[config.mk]
export PLATFORM = sky130hd
export DESIGN_NAME = ccf_exec
export DESIGN_NICKNAME = d
export VERILOG_FILES = /design/src/hw/ccf_exec.v
export VERILOG_INCLUDE_DIRS = /design/src /design/src/common
export SDC_FILE = /design/constraint.sdc
export NUM_CORES = 1
export LEC_CHECK = 0
export BUFFER_PORTS_ARGS = -buffer_cell sky130_fd_sc_hd__buf_2
export CAP_MARGIN = 40
export CORE_ASPECT_RATIO = 0.5
export CORE_MARGIN = 2
export CORE_UTILIZATION = 48
export CTS_CLUSTER_DIAMETER = 80
export DETAILED_ROUTE_END_ITERATION = 12
export PLACE_DENSITY = 0.79
export SLEW_MARGIN = 20
export SYNTH_ARGS = -nofsm -noshare
export SYNTH_HDL_FRONTEND = slang
export SYNTH_SLANG_ARGS = --single-unit
[constraint.sdc]
create_clock -name sys_clk -period 2.3 [get_ports sys_clk]
set_input_delay 0.345 -clock sys_clk [delete_from_list [all_inputs] [get_ports sys_clk]]
set_output_delay 0.345 -clock sys_clk [all_outputs]
set_load 0.1 [all_outputs]
[src/common/ccf_map.vh]
`ifndef CCF_MAP_VH
`define CCF_MAP_VH
// Opcode fields of the 14-bit instruction word
`define CCF_CALL_OP_MSB 13
`define CCF_CALL_OP_LSB 11
`define CCF_CALL_OP 3'h4
`define CCF_CLEAR_FILE_OP_OP_MSB 13
`define CCF_CLEAR_FILE_OP_OP_LSB 7
`define CCF_CLEAR_FILE_OP_OP 7'h03
`define CCF_TARGET_MSB 10
`define CCF_FADDR_MSB 6
// Upper-PC latch bits copied into pc[12:11]
`define CCF_LATCH_HI 4
`define CCF_LATCH_LO 3
// Zero flag position in the status byte
`define CCF_ZERO_BIT 2
// Reset values
`define CCF_PC_RST 13'h0000
`define CCF_DATA_RST 8'h00
`define CCF_ADDR_RST 7'h00
`define CCF_CLEAR_VAL 8'h00
`endif

[src/hw/ccf_exec.v]
`timescale 1ns/1ps
`include "ccf_map.vh"
module ccf_exec #(
  parameter PC_W = 13,
  parameter INSN_W = 14
) (
  // Clock and reset
  input wire sys_clk,
  input wire rst_n,
  // Instruction stream, one word per instruction cycle
  input wire insn_valid,
  input wire [INSN_W-1:0] insn,
  input wire [7:0] pc_upper_latch,
  input wire [7:0] status_in,
  // Program counter and stack push
  output reg [PC_W-1:0] pc_q,
  output reg push_q,
  output reg [PC_W-1:0] stack_top_q,
  // Data register write and status write
  output reg file_we_q,
  output reg [6:0] file_addr_q,
  output reg [7:0] file_data_q,
  output reg status_we_q,
  output reg [7:0] status_out_q,
  // Idle second cycle of a call
  output reg busy_q
);

  // One-hot execution states
  localparam ST_RUN = 2'h1;
  localparam ST_IDLE = 2'h2;

  // Registered state and next values
  reg [1:0] state_q;
  reg [1:0] state_d;
  reg [PC_W-1:0] pc_d;
  reg push_d;
  reg [PC_W-1:0] stack_top_d;
  reg file_we_d;
  reg [6:0] file_addr_d;
  reg [7:0] file_data_d;
  reg status_we_d;
  reg [7:0] status_out_d;
  reg busy_d;

  // Opcode classes of the presented word
  wire is_call;
  wire is_clear_file_op;
  wire run_state;
  wire take_call;
  wire take_clear_file_op;
  wire take_other;

  // Fields lifted from the word and the latch
  wire [`CCF_TARGET_MSB:0] call_target;
  wire [1:0] latch_bits;
  wire [`CCF_FADDR_MSB:0] clear_addr;
  wire [PC_W-1:0] pc_next;
  wire [7:0] status_set;

  assign is_call = (insn[`CCF_CALL_OP_MSB:`CCF_CALL_OP_LSB] == `CCF_CALL_OP);
  assign is_clear_file_op = (insn[`CCF_CLEAR_FILE_OP_OP_MSB:`CCF_CLEAR_FILE_OP_OP_LSB] == `CCF_CLEAR_FILE_OP_OP);
  assign run_state = (state_q == ST_RUN);

  // A word offered in the idle cycle of a call is dropped, never run
  assign take_call = insn_valid && run_state && is_call;
  assign take_clear_file_op = insn_valid && run_state && is_clear_file_op;
  assign take_other = insn_valid && run_state && !is_call && !is_clear_file_op;

  assign call_target = insn[`CCF_TARGET_MSB:0];
  assign latch_bits = pc_upper_latch[`CCF_LATCH_HI:`CCF_LATCH_LO];
  assign clear_addr = insn[`CCF_FADDR_MSB:0];
  // Wraps at the top of program memory, as the counter does
  assign pc_next = pc_q + {{(PC_W-1){1'b0}}, 1'b1};

  // Zero flag forced high, every other status bit passed through
  genvar gi;
  generate
    for (gi = 0; gi < 8; gi = gi + 1) begin : g_status
      if (gi == `CCF_ZERO_BIT) begin : g_zero
        assign status_set[gi] = 1'b1;
      end else begin : g_keep
        assign status_set[gi] = status_in[gi];
      end
    end
  endgenerate

  // Next state: a taken call parks the core for one idle cycle
  always @* begin
    state_d = state_q;
    case (state_q)
      ST_RUN: begin
        if (take_call) begin
          state_d = ST_IDLE;
        end
      end
      ST_IDLE: begin
        state_d = ST_RUN;
      end
      default: begin
        state_d = ST_RUN;
      end
    endcase
  end

  // Next program counter; any other valid word taken in the run state simply steps it
  always @* begin
    pc_d = pc_q;
    if (take_call) begin
      pc_d = {latch_bits, call_target};
    end else if (take_clear_file_op || take_other) begin
      pc_d = pc_next;
    end
  end

  // Return address and push strobe
  always @* begin
    push_d = 1'b0;
    stack_top_d = stack_top_q;
    if (take_call) begin
      push_d = 1'b1;
      stack_top_d = pc_next;
    end
  end

  // Data register write
  always @* begin
    file_we_d = 1'b0;
    file_addr_d = file_addr_q;
    file_data_d = file_data_q;
    if (take_clear_file_op) begin
      file_we_d = 1'b1;
      file_addr_d = clear_addr;
      file_data_d = `CCF_CLEAR_VAL;
    end
  end

  // Status write; value holds so the file can take it after the strobe
  always @* begin
    status_we_d = 1'b0;
    status_out_d = status_out_q;
    if (take_clear_file_op) begin
      status_we_d = 1'b1;
      status_out_d = status_set;
    end
  end

  // Idle marker for the second cycle of a call
  always @* begin
    busy_d = take_call;
  end

  // Registers below load only constants in reset
  always @(posedge sys_clk or negedge rst_n) begin
    if (!rst_n) begin
      state_q <= ST_RUN;
    end else begin
      state_q <= state_d;
    end
  end

  // Program counter
  always @(posedge sys_clk or negedge rst_n) begin
    if (!rst_n) begin
      pc_q <= `CCF_PC_RST;
    end else begin
      pc_q <= pc_d;
    end
  end

  // Stack push
  always @(posedge sys_clk or negedge rst_n) begin
    if (!rst_n) begin
      push_q <= 1'b0;
      stack_top_q <= `CCF_PC_RST;
    end else begin
      push_q <= push_d;
      stack_top_q <= stack_top_d;
    end
  end

  // Data register port
  always @(posedge sys_clk or negedge rst_n) begin
    if (!rst_n) begin
      file_we_q <= 1'b0;
      file_addr_q <= `CCF_ADDR_RST;
      file_data_q <= `CCF_DATA_RST;
    end else begin
      file_we_q <= file_we_d;
      file_addr_q <= file_addr_d;
      file_data_q <= file_data_d;
    end
  end

  // Status port
  always @(posedge sys_clk or negedge rst_n) begin
    if (!rst_n) begin
      status_we_q <= 1'b0;
      status_out_q <= `CCF_DATA_RST;
    end else begin
      status_we_q <= status_we_d;
      status_out_q <= status_out_d;
    end
  end

  // Idle marker
  always @(posedge sys_clk or negedge rst_n) begin
    if (!rst_n) begin
      busy_q <= 1'b0;
    end else begin
      busy_q <= busy_d;
    end
  end

endmodule

# Word level (Yosys, flattened, before mapping)
# Cells that the tools add are included.
[word_totals] output_inout_bits=53 ff_bits=46 in_bits=33 word_cells=28
[classes] eq_ne=4 n_reduce_logical=9 muxes=6 addsub=1
[ops] cell="two-way mux 13 bit" count=2
[ops] cell="adder 13 x 1 -> 13 bit (second input constant)" count=1
[ops] cell="equality test 7 x 2 -> 1 bit (second input constant)" count=1
[ops] cell="logical AND 1 bit" count=5
[ops] cell="two-way mux 2 bit" count=2
[ops] cell="equality test 3 bit (second input constant)" count=1
[ops] cell="equality test 2 x 1 -> 1 bit (second input constant)" count=1
[ops] cell="logical NOT 1 bit" count=2
[ops] cell="two-way mux 1 bit" count=2
[ops] cell="!= test 2 bit (second input constant)" count=1
[ops] cell="nonzero test 2 bit" count=1
[ops] cell="logical OR 1 bit" count=1

# Longest topological paths before layout
[depth] depth_word=7 ltp_mapped=6 ltp_nobuf=5

# Least setup slack after synthesis
# Ideal clock, no wire load.
[synth_timing] kind="register -> register" startpoint="reg pc_q[0]" endpoint="reg stack_top_q[12]" path_buffers=0 setup_time_ns=0.078 synth_period_minus_slack_ns=2.403 arrival_ns=2.325 path_slack_ns=-0.103 stages_incl_launch_ff=6 required_time_ns=2.222 cell_sequence="dfrtp_1 -> ha_1 -> nand3_1 -> or4_4 -> xor2_1 -> o21ai_1"
[synth_via] elab_chain_len=1
[synth_lines] element="from (decl)" line="ccf_exec.v:16" text="output reg [PC_W-1:0] pc_q,"
[synth_lines] element="from (signal assigned)" line="ccf_exec.v:165" text="pc_q <= `CCF_PC_RST;"
[synth_lines] element="from (signal assigned)" line="ccf_exec.v:167" text="pc_q <= pc_d;"
[synth_lines] element="adder 13 x 1 -> 13 bit" line="ccf_exec.v:74" text="assign pc_next = pc_q + {{(PC_W-1){1'b0}}, 1'b1};"
[synth_lines] element="to (signal assigned)" line="ccf_exec.v:175" text="stack_top_q <= `CCF_PC_RST;"
[synth_lines] element="to (signal assigned)" line="ccf_exec.v:178" text="stack_top_q <= stack_top_d;"
[synth_lines] element="to (decl)" line="ccf_exec.v:18" text="output reg [PC_W-1:0] stack_top_q,"
# Every way passes these cells.
# A chain may end at the register's enable or synchronous reset.

# Worst setup path in the final report
[layout_timing] startpoint="reg state_q[0]" endpoint="reg status_out_q[6]"
[layout_via] elab_chain_len=3
[layout_lines] element="from (decl)" line="ccf_exec.v:34" text="reg [1:0] state_q;"
[layout_lines] element="from (signal assigned)" line="ccf_exec.v:158" text="state_q <= state_d;"
[layout_lines] element="equality test 2 x 1 -> 1 bit" line="ccf_exec.v:63" text="assign run_state = (state_q == ST_RUN);"
[layout_lines] element="logical AND 1 bit (2 in series)" line="ccf_exec.v:67" text="assign take_clear_file_op = insn_valid && run_state && is_clear_file_op;"
[layout_lines] element="to (signal assigned)" line="ccf_exec.v:199" text="status_out_q <= `CCF_DATA_RST;"
[layout_lines] element="to (signal assigned)" line="ccf_exec.v:202" text="status_out_q <= status_out_d;"
[layout_lines] element="to (decl)" line="ccf_exec.v:24" text="output reg [7:0] status_out_q,"
# Every way passes these cells.

==> impl_metrics.env <==
export IMPL_outcome="complete, no violations"
export IMPL_final_max_slew_viol_count=0
export IMPL_finalNetCount=311
export IMPL_power_density_nw_per_um2=1440
export IMPL_cp_cell_sequence="nand3b_4 > nor4_4 > buf_4 > mux2_2"
export IMPL_worst_slack_ns=0.468
export IMPL_holdCritPathClass="primary input to flop"
export IMPL_grt_start_max_net_pins=37
export IMPL_r2r_setup_slack_ns=0.47
export IMPL_dominantRegCellSynth="sky130_fd_sc_hd__dfrtp_1"
export IMPL_end_kind="flop"
export IMPL_critical_path_startpoint_type="flop"
export IMPL_timing_setup_tns_ns=0
export IMPL_flip_flop_and_latch_count_after_synthesis=45
export IMPL_final_period_minus_worst_setup_slack_ns=1.83
export IMPL_worst_pin_slew_ns=0.631
export IMPL_drt_drc_violations_left=0
export IMPL_die_boundary_width_microns=99.1
export IMPL_cap_violations=0
export IMPL_yosysSeqAreaShare=0.520
export IMPL_netlist_instances=208
export IMPL_dieArea_sq_um=5110
export IMPL_fin_skew_ns=0.0112
export IMPL_timing_critical_path_slowest_cell_delay_ns=0.56
export IMPL_filler_cell_count=366
export IMPL_synth_top_area_cell="sky130_fd_sc_hd__dfrtp_1"
export IMPL_dp_hpwl_mm=3.57
export IMPL_clock_tree_htree_level_count=2
export IMPL_number_of_antenna_violations_at_the_first_check_in_global_routing=0
export IMPL_clk_latency_ns=0.31
export IMPL_cts_setup_buffers=0
export IMPL_multi_input_area_sq_um=927
export IMPL_yosys_top_cells_count="44 x sky130_fd_sc_hd__dfrtp_1, 26 x sky130_fd_sc_hd__nand2_1, 11 x sky130_fd_sc_hd__buf_4"
export IMPL_synth_cell_area_sq_um=2170
export IMPL_grt_pass1_wl_mm=7.49
export IMPL_insertedDiodeCount=0
export IMPL_final_seq_area_sq_um=1130
export IMPL_drt_total_wl_mm=4.78
export IMPL_synth_distinct_cells=45
export IMPL_period_share=0.797
export IMPL_upper_clock_frequency_limit_mhz=546
export IMPL_critical_path_n_buffers_inverters=1
export IMPL_grt_ovfl_total=0
export IMPL_synth_edff_count=0
export IMPL_die_h_microns=51.5
export IMPL_vdd_ir_drop_worst_v=0.000633
export IMPL_clk_transition_reported_paths_ns=0.09
export IMPL_setup_violations=0
export IMPL_pin_count=86
export IMPL_whs_path_cells=2
export IMPL_cts_buffers=5
export IMPL_yosys_top_cells_area="sky130_fd_sc_hd__dfrtp_1 51%, sky130_fd_sc_hd__mux2_1 4.7%, sky130_fd_sc_hd__nand2_1 4.5%, sky130_fd_sc_hd__buf_4 3.8%, sky130_fd_sc_hd__mux2_2 2.6%"
export IMPL_cp_data_arrival_time_ns=2.02
export IMPL_r2r_worst_path_cells=4
export IMPL_hold_path_startpoint="status_in[1]"
export IMPL_power_static_leakage_nw=1.34
export IMPL_whs_endpoint="status_out_q[1]"
export IMPL_worst_path_dominant_cell_family="flip-flops"
export IMPL_worstReg2RegStart="state_q[0]"
export IMPL_postCtsHoldBufs=0
export IMPL_synth_async_reset_ratio=1.00
export IMPL_cts_sinks=45
export IMPL_clock_path_buffers=2
export IMPL_synthDominantCellAreaShare=0.507
export IMPL_vias_per_cell=5.28
export IMPL_gpl_final_weighted_congestion=0.856
export IMPL_core_area_sq_um=4380
export IMPL_critical_path_class="flop to flop"
export IMPL_avgSynthCellArea_sq_um=10.4
export IMPL_dp_slack_ns=0.468
export IMPL_max_slew_margin=0.579
export IMPL_drt_iter0_drc=86
export IMPL_rsz_0062_raised_after_global_routing="no"
export IMPL_route_vias_total=1768
export IMPL_cts_repair_resized=0
export IMPL_clockRootBuffer="sky130_fd_sc_hd__clkbuf_8"
export IMPL_io_buffer_count=70
export IMPL_synthesis_yosys_warnings=0
export IMPL_grtUsageTotal=0.194
export IMPL_required_ns=2.49
export IMPL_first_global_vias=1603
export IMPL_detail_route_first_pass_iterations=4
export IMPL_detail_route_antenna_nets=0
export IMPL_critical_path_max_fanout=15
export IMPL_reg2reg_to="status_out_q[6]"
export IMPL_avgRoutedWirePerCell_microns=14.3
export IMPL_drive_above_1_share=0.363
export IMPL_layout_area_overhead_vs_synth_pct=22.7
export IMPL_cell_type_of_the_slowest_stage_on_the_worst_timing_path="sky130_fd_sc_hd__dfstp_2"
export IMPL_tritoncts="yes"
export IMPL_row_count=17
export IMPL_initial_utilization=0.495
export IMPL_timing_final_hold_violations=0
export IMPL_synth_most_common_cell="sky130_fd_sc_hd__dfrtp_1"
==> how the worst max path moves through the flow <==
stage / start / end / cells after the start
after floorplan: pc_q[4] / stack_top_q[12] / 5
after global placement: state_q[0] / status_out_q[7] / 4
after detailed placement: state_q[0] / file_addr_q[1] / 4
after CTS: state_q[0] / status_out_q[6] / 4
after global routing: pc_q[0] / pc_q[12] / 5
final: state_q[0] / status_out_q[6] / 4
==> power breakdown <==
part           internal [mW]  total [mW]  switching [mW]
Sequential             0.978        1.18           0.204
Clock                  0.244       0.516           0.273
Combinational          0.351        2.13            1.78
Total                   1.57        3.83            2.26
==> per-stage QoR <==
step	hold slack, ns	total power, mW	utilization	std cells	area, sq um
after floorplan	0.0494	2.98	-	215	2200
final	0.262	3.83	0.607	335	2660
after global placement	0.448	3.30	0.579	325	2530
after CTS	0.148	3.85	0.601	333	2630
after global routing	0.263	3.99	0.607	335	2660
after detailed placement	0.447	3.33	0.579	325	2530
==> cell families after synthesis <==
family | synth area share
AOI/OAI and AO/OA | 0.134
xor gates and xnor gates | 0.0404
adders and majority gates | 0.00577
buffers and inverters | 0.0652
DFF | 0.520
muxes | 0.0727
other | 0.00173
and+or+nand+nor | 0.160
==> area by class of cell <==
cell class | instances | area share
sequential | 45 | 0.425
multi-input combinational | 144 | 0.348
timing repair buffer | 78 | 0.160
clock buffer | 6 | 0.0310
tap | 57 | 0.0268
clock inverter | 2 | 0.00517
inverter | 3 | 0.00423
==> per-layer routing <==
layer | track usage | share of wire | vias up | wire length (microns)
li1 | - | - | 857 | -
met1 | 0.253 | 0.42 | 849 | 2030
met2 | 0.322 | 0.49 | 58 | 2330
met3 | 0.0524 | 0.079 | 4 | 379
met4 | 0.0616 | 0.0080 | 0 | 38
met5 | 0 | 0 | - | 0
==> sequential cells by signal, indices dropped and copies added (netlist names) <==
| register | cells |
|---|---|
| pc_q | 13 |
| stack_top_q | 13 |
| status_out_q | 8 |
| file_addr_q | 7 |
| state_q | 2 |
| busy_q | 1 |
| status_we_q | 1 |
==> cells in the final DEF (no fill, tap or decap), types with 2 or more instances in the layout <==
master	instances
sky130_fd_sc_hd__mux2_1	9
sky130_fd_sc_hd__a21oi_1	8
sky130_fd_sc_hd__nand4_1	3
sky130_fd_sc_hd__o21a_1	2
sky130_fd_sc_hd__a31oi_1	4
sky130_fd_sc_hd__nor3_1	5
sky130_fd_sc_hd__buf_4	6
sky130_fd_sc_hd__nor2_1	10
sky130_fd_sc_hd__o21ai_0	10
sky130_fd_sc_hd__mux2_2	5
sky130_fd_sc_hd__nand3_1	8
sky130_fd_sc_hd__a2bb2oi_1	3
sky130_fd_sc_hd__nand2_1	26
sky130_fd_sc_hd__dfrtp_1	42
sky130_fd_sc_hd__and3_1	2
sky130_fd_sc_hd__clkbuf_8	6
sky130_fd_sc_hd__xnor2_1	5
sky130_fd_sc_hd__buf_2	70
sky130_fd_sc_hd__conb_1	8
sky130_fd_sc_hd__dfrtp_2	2
sky130_fd_sc_hd__inv_1	2
sky130_fd_sc_hd__xor2_1	5
sky130_fd_sc_hd__o22ai_1	4
sky130_fd_sc_hd__o21ai_1	7
==> worst register-to-register path: cells and delay by family, from the launching register on <==
| family | cells | cell delay, ns |
|---|---|---|
| flip-flops | 1 | 0.56 |
| AND/OR/NAND/NOR | 2 | 0.52 |
| multiplexers | 1 | 0.37 |
| buffers and inverters | 1 | 0.27 |
(Power assumes the default switching activity.)
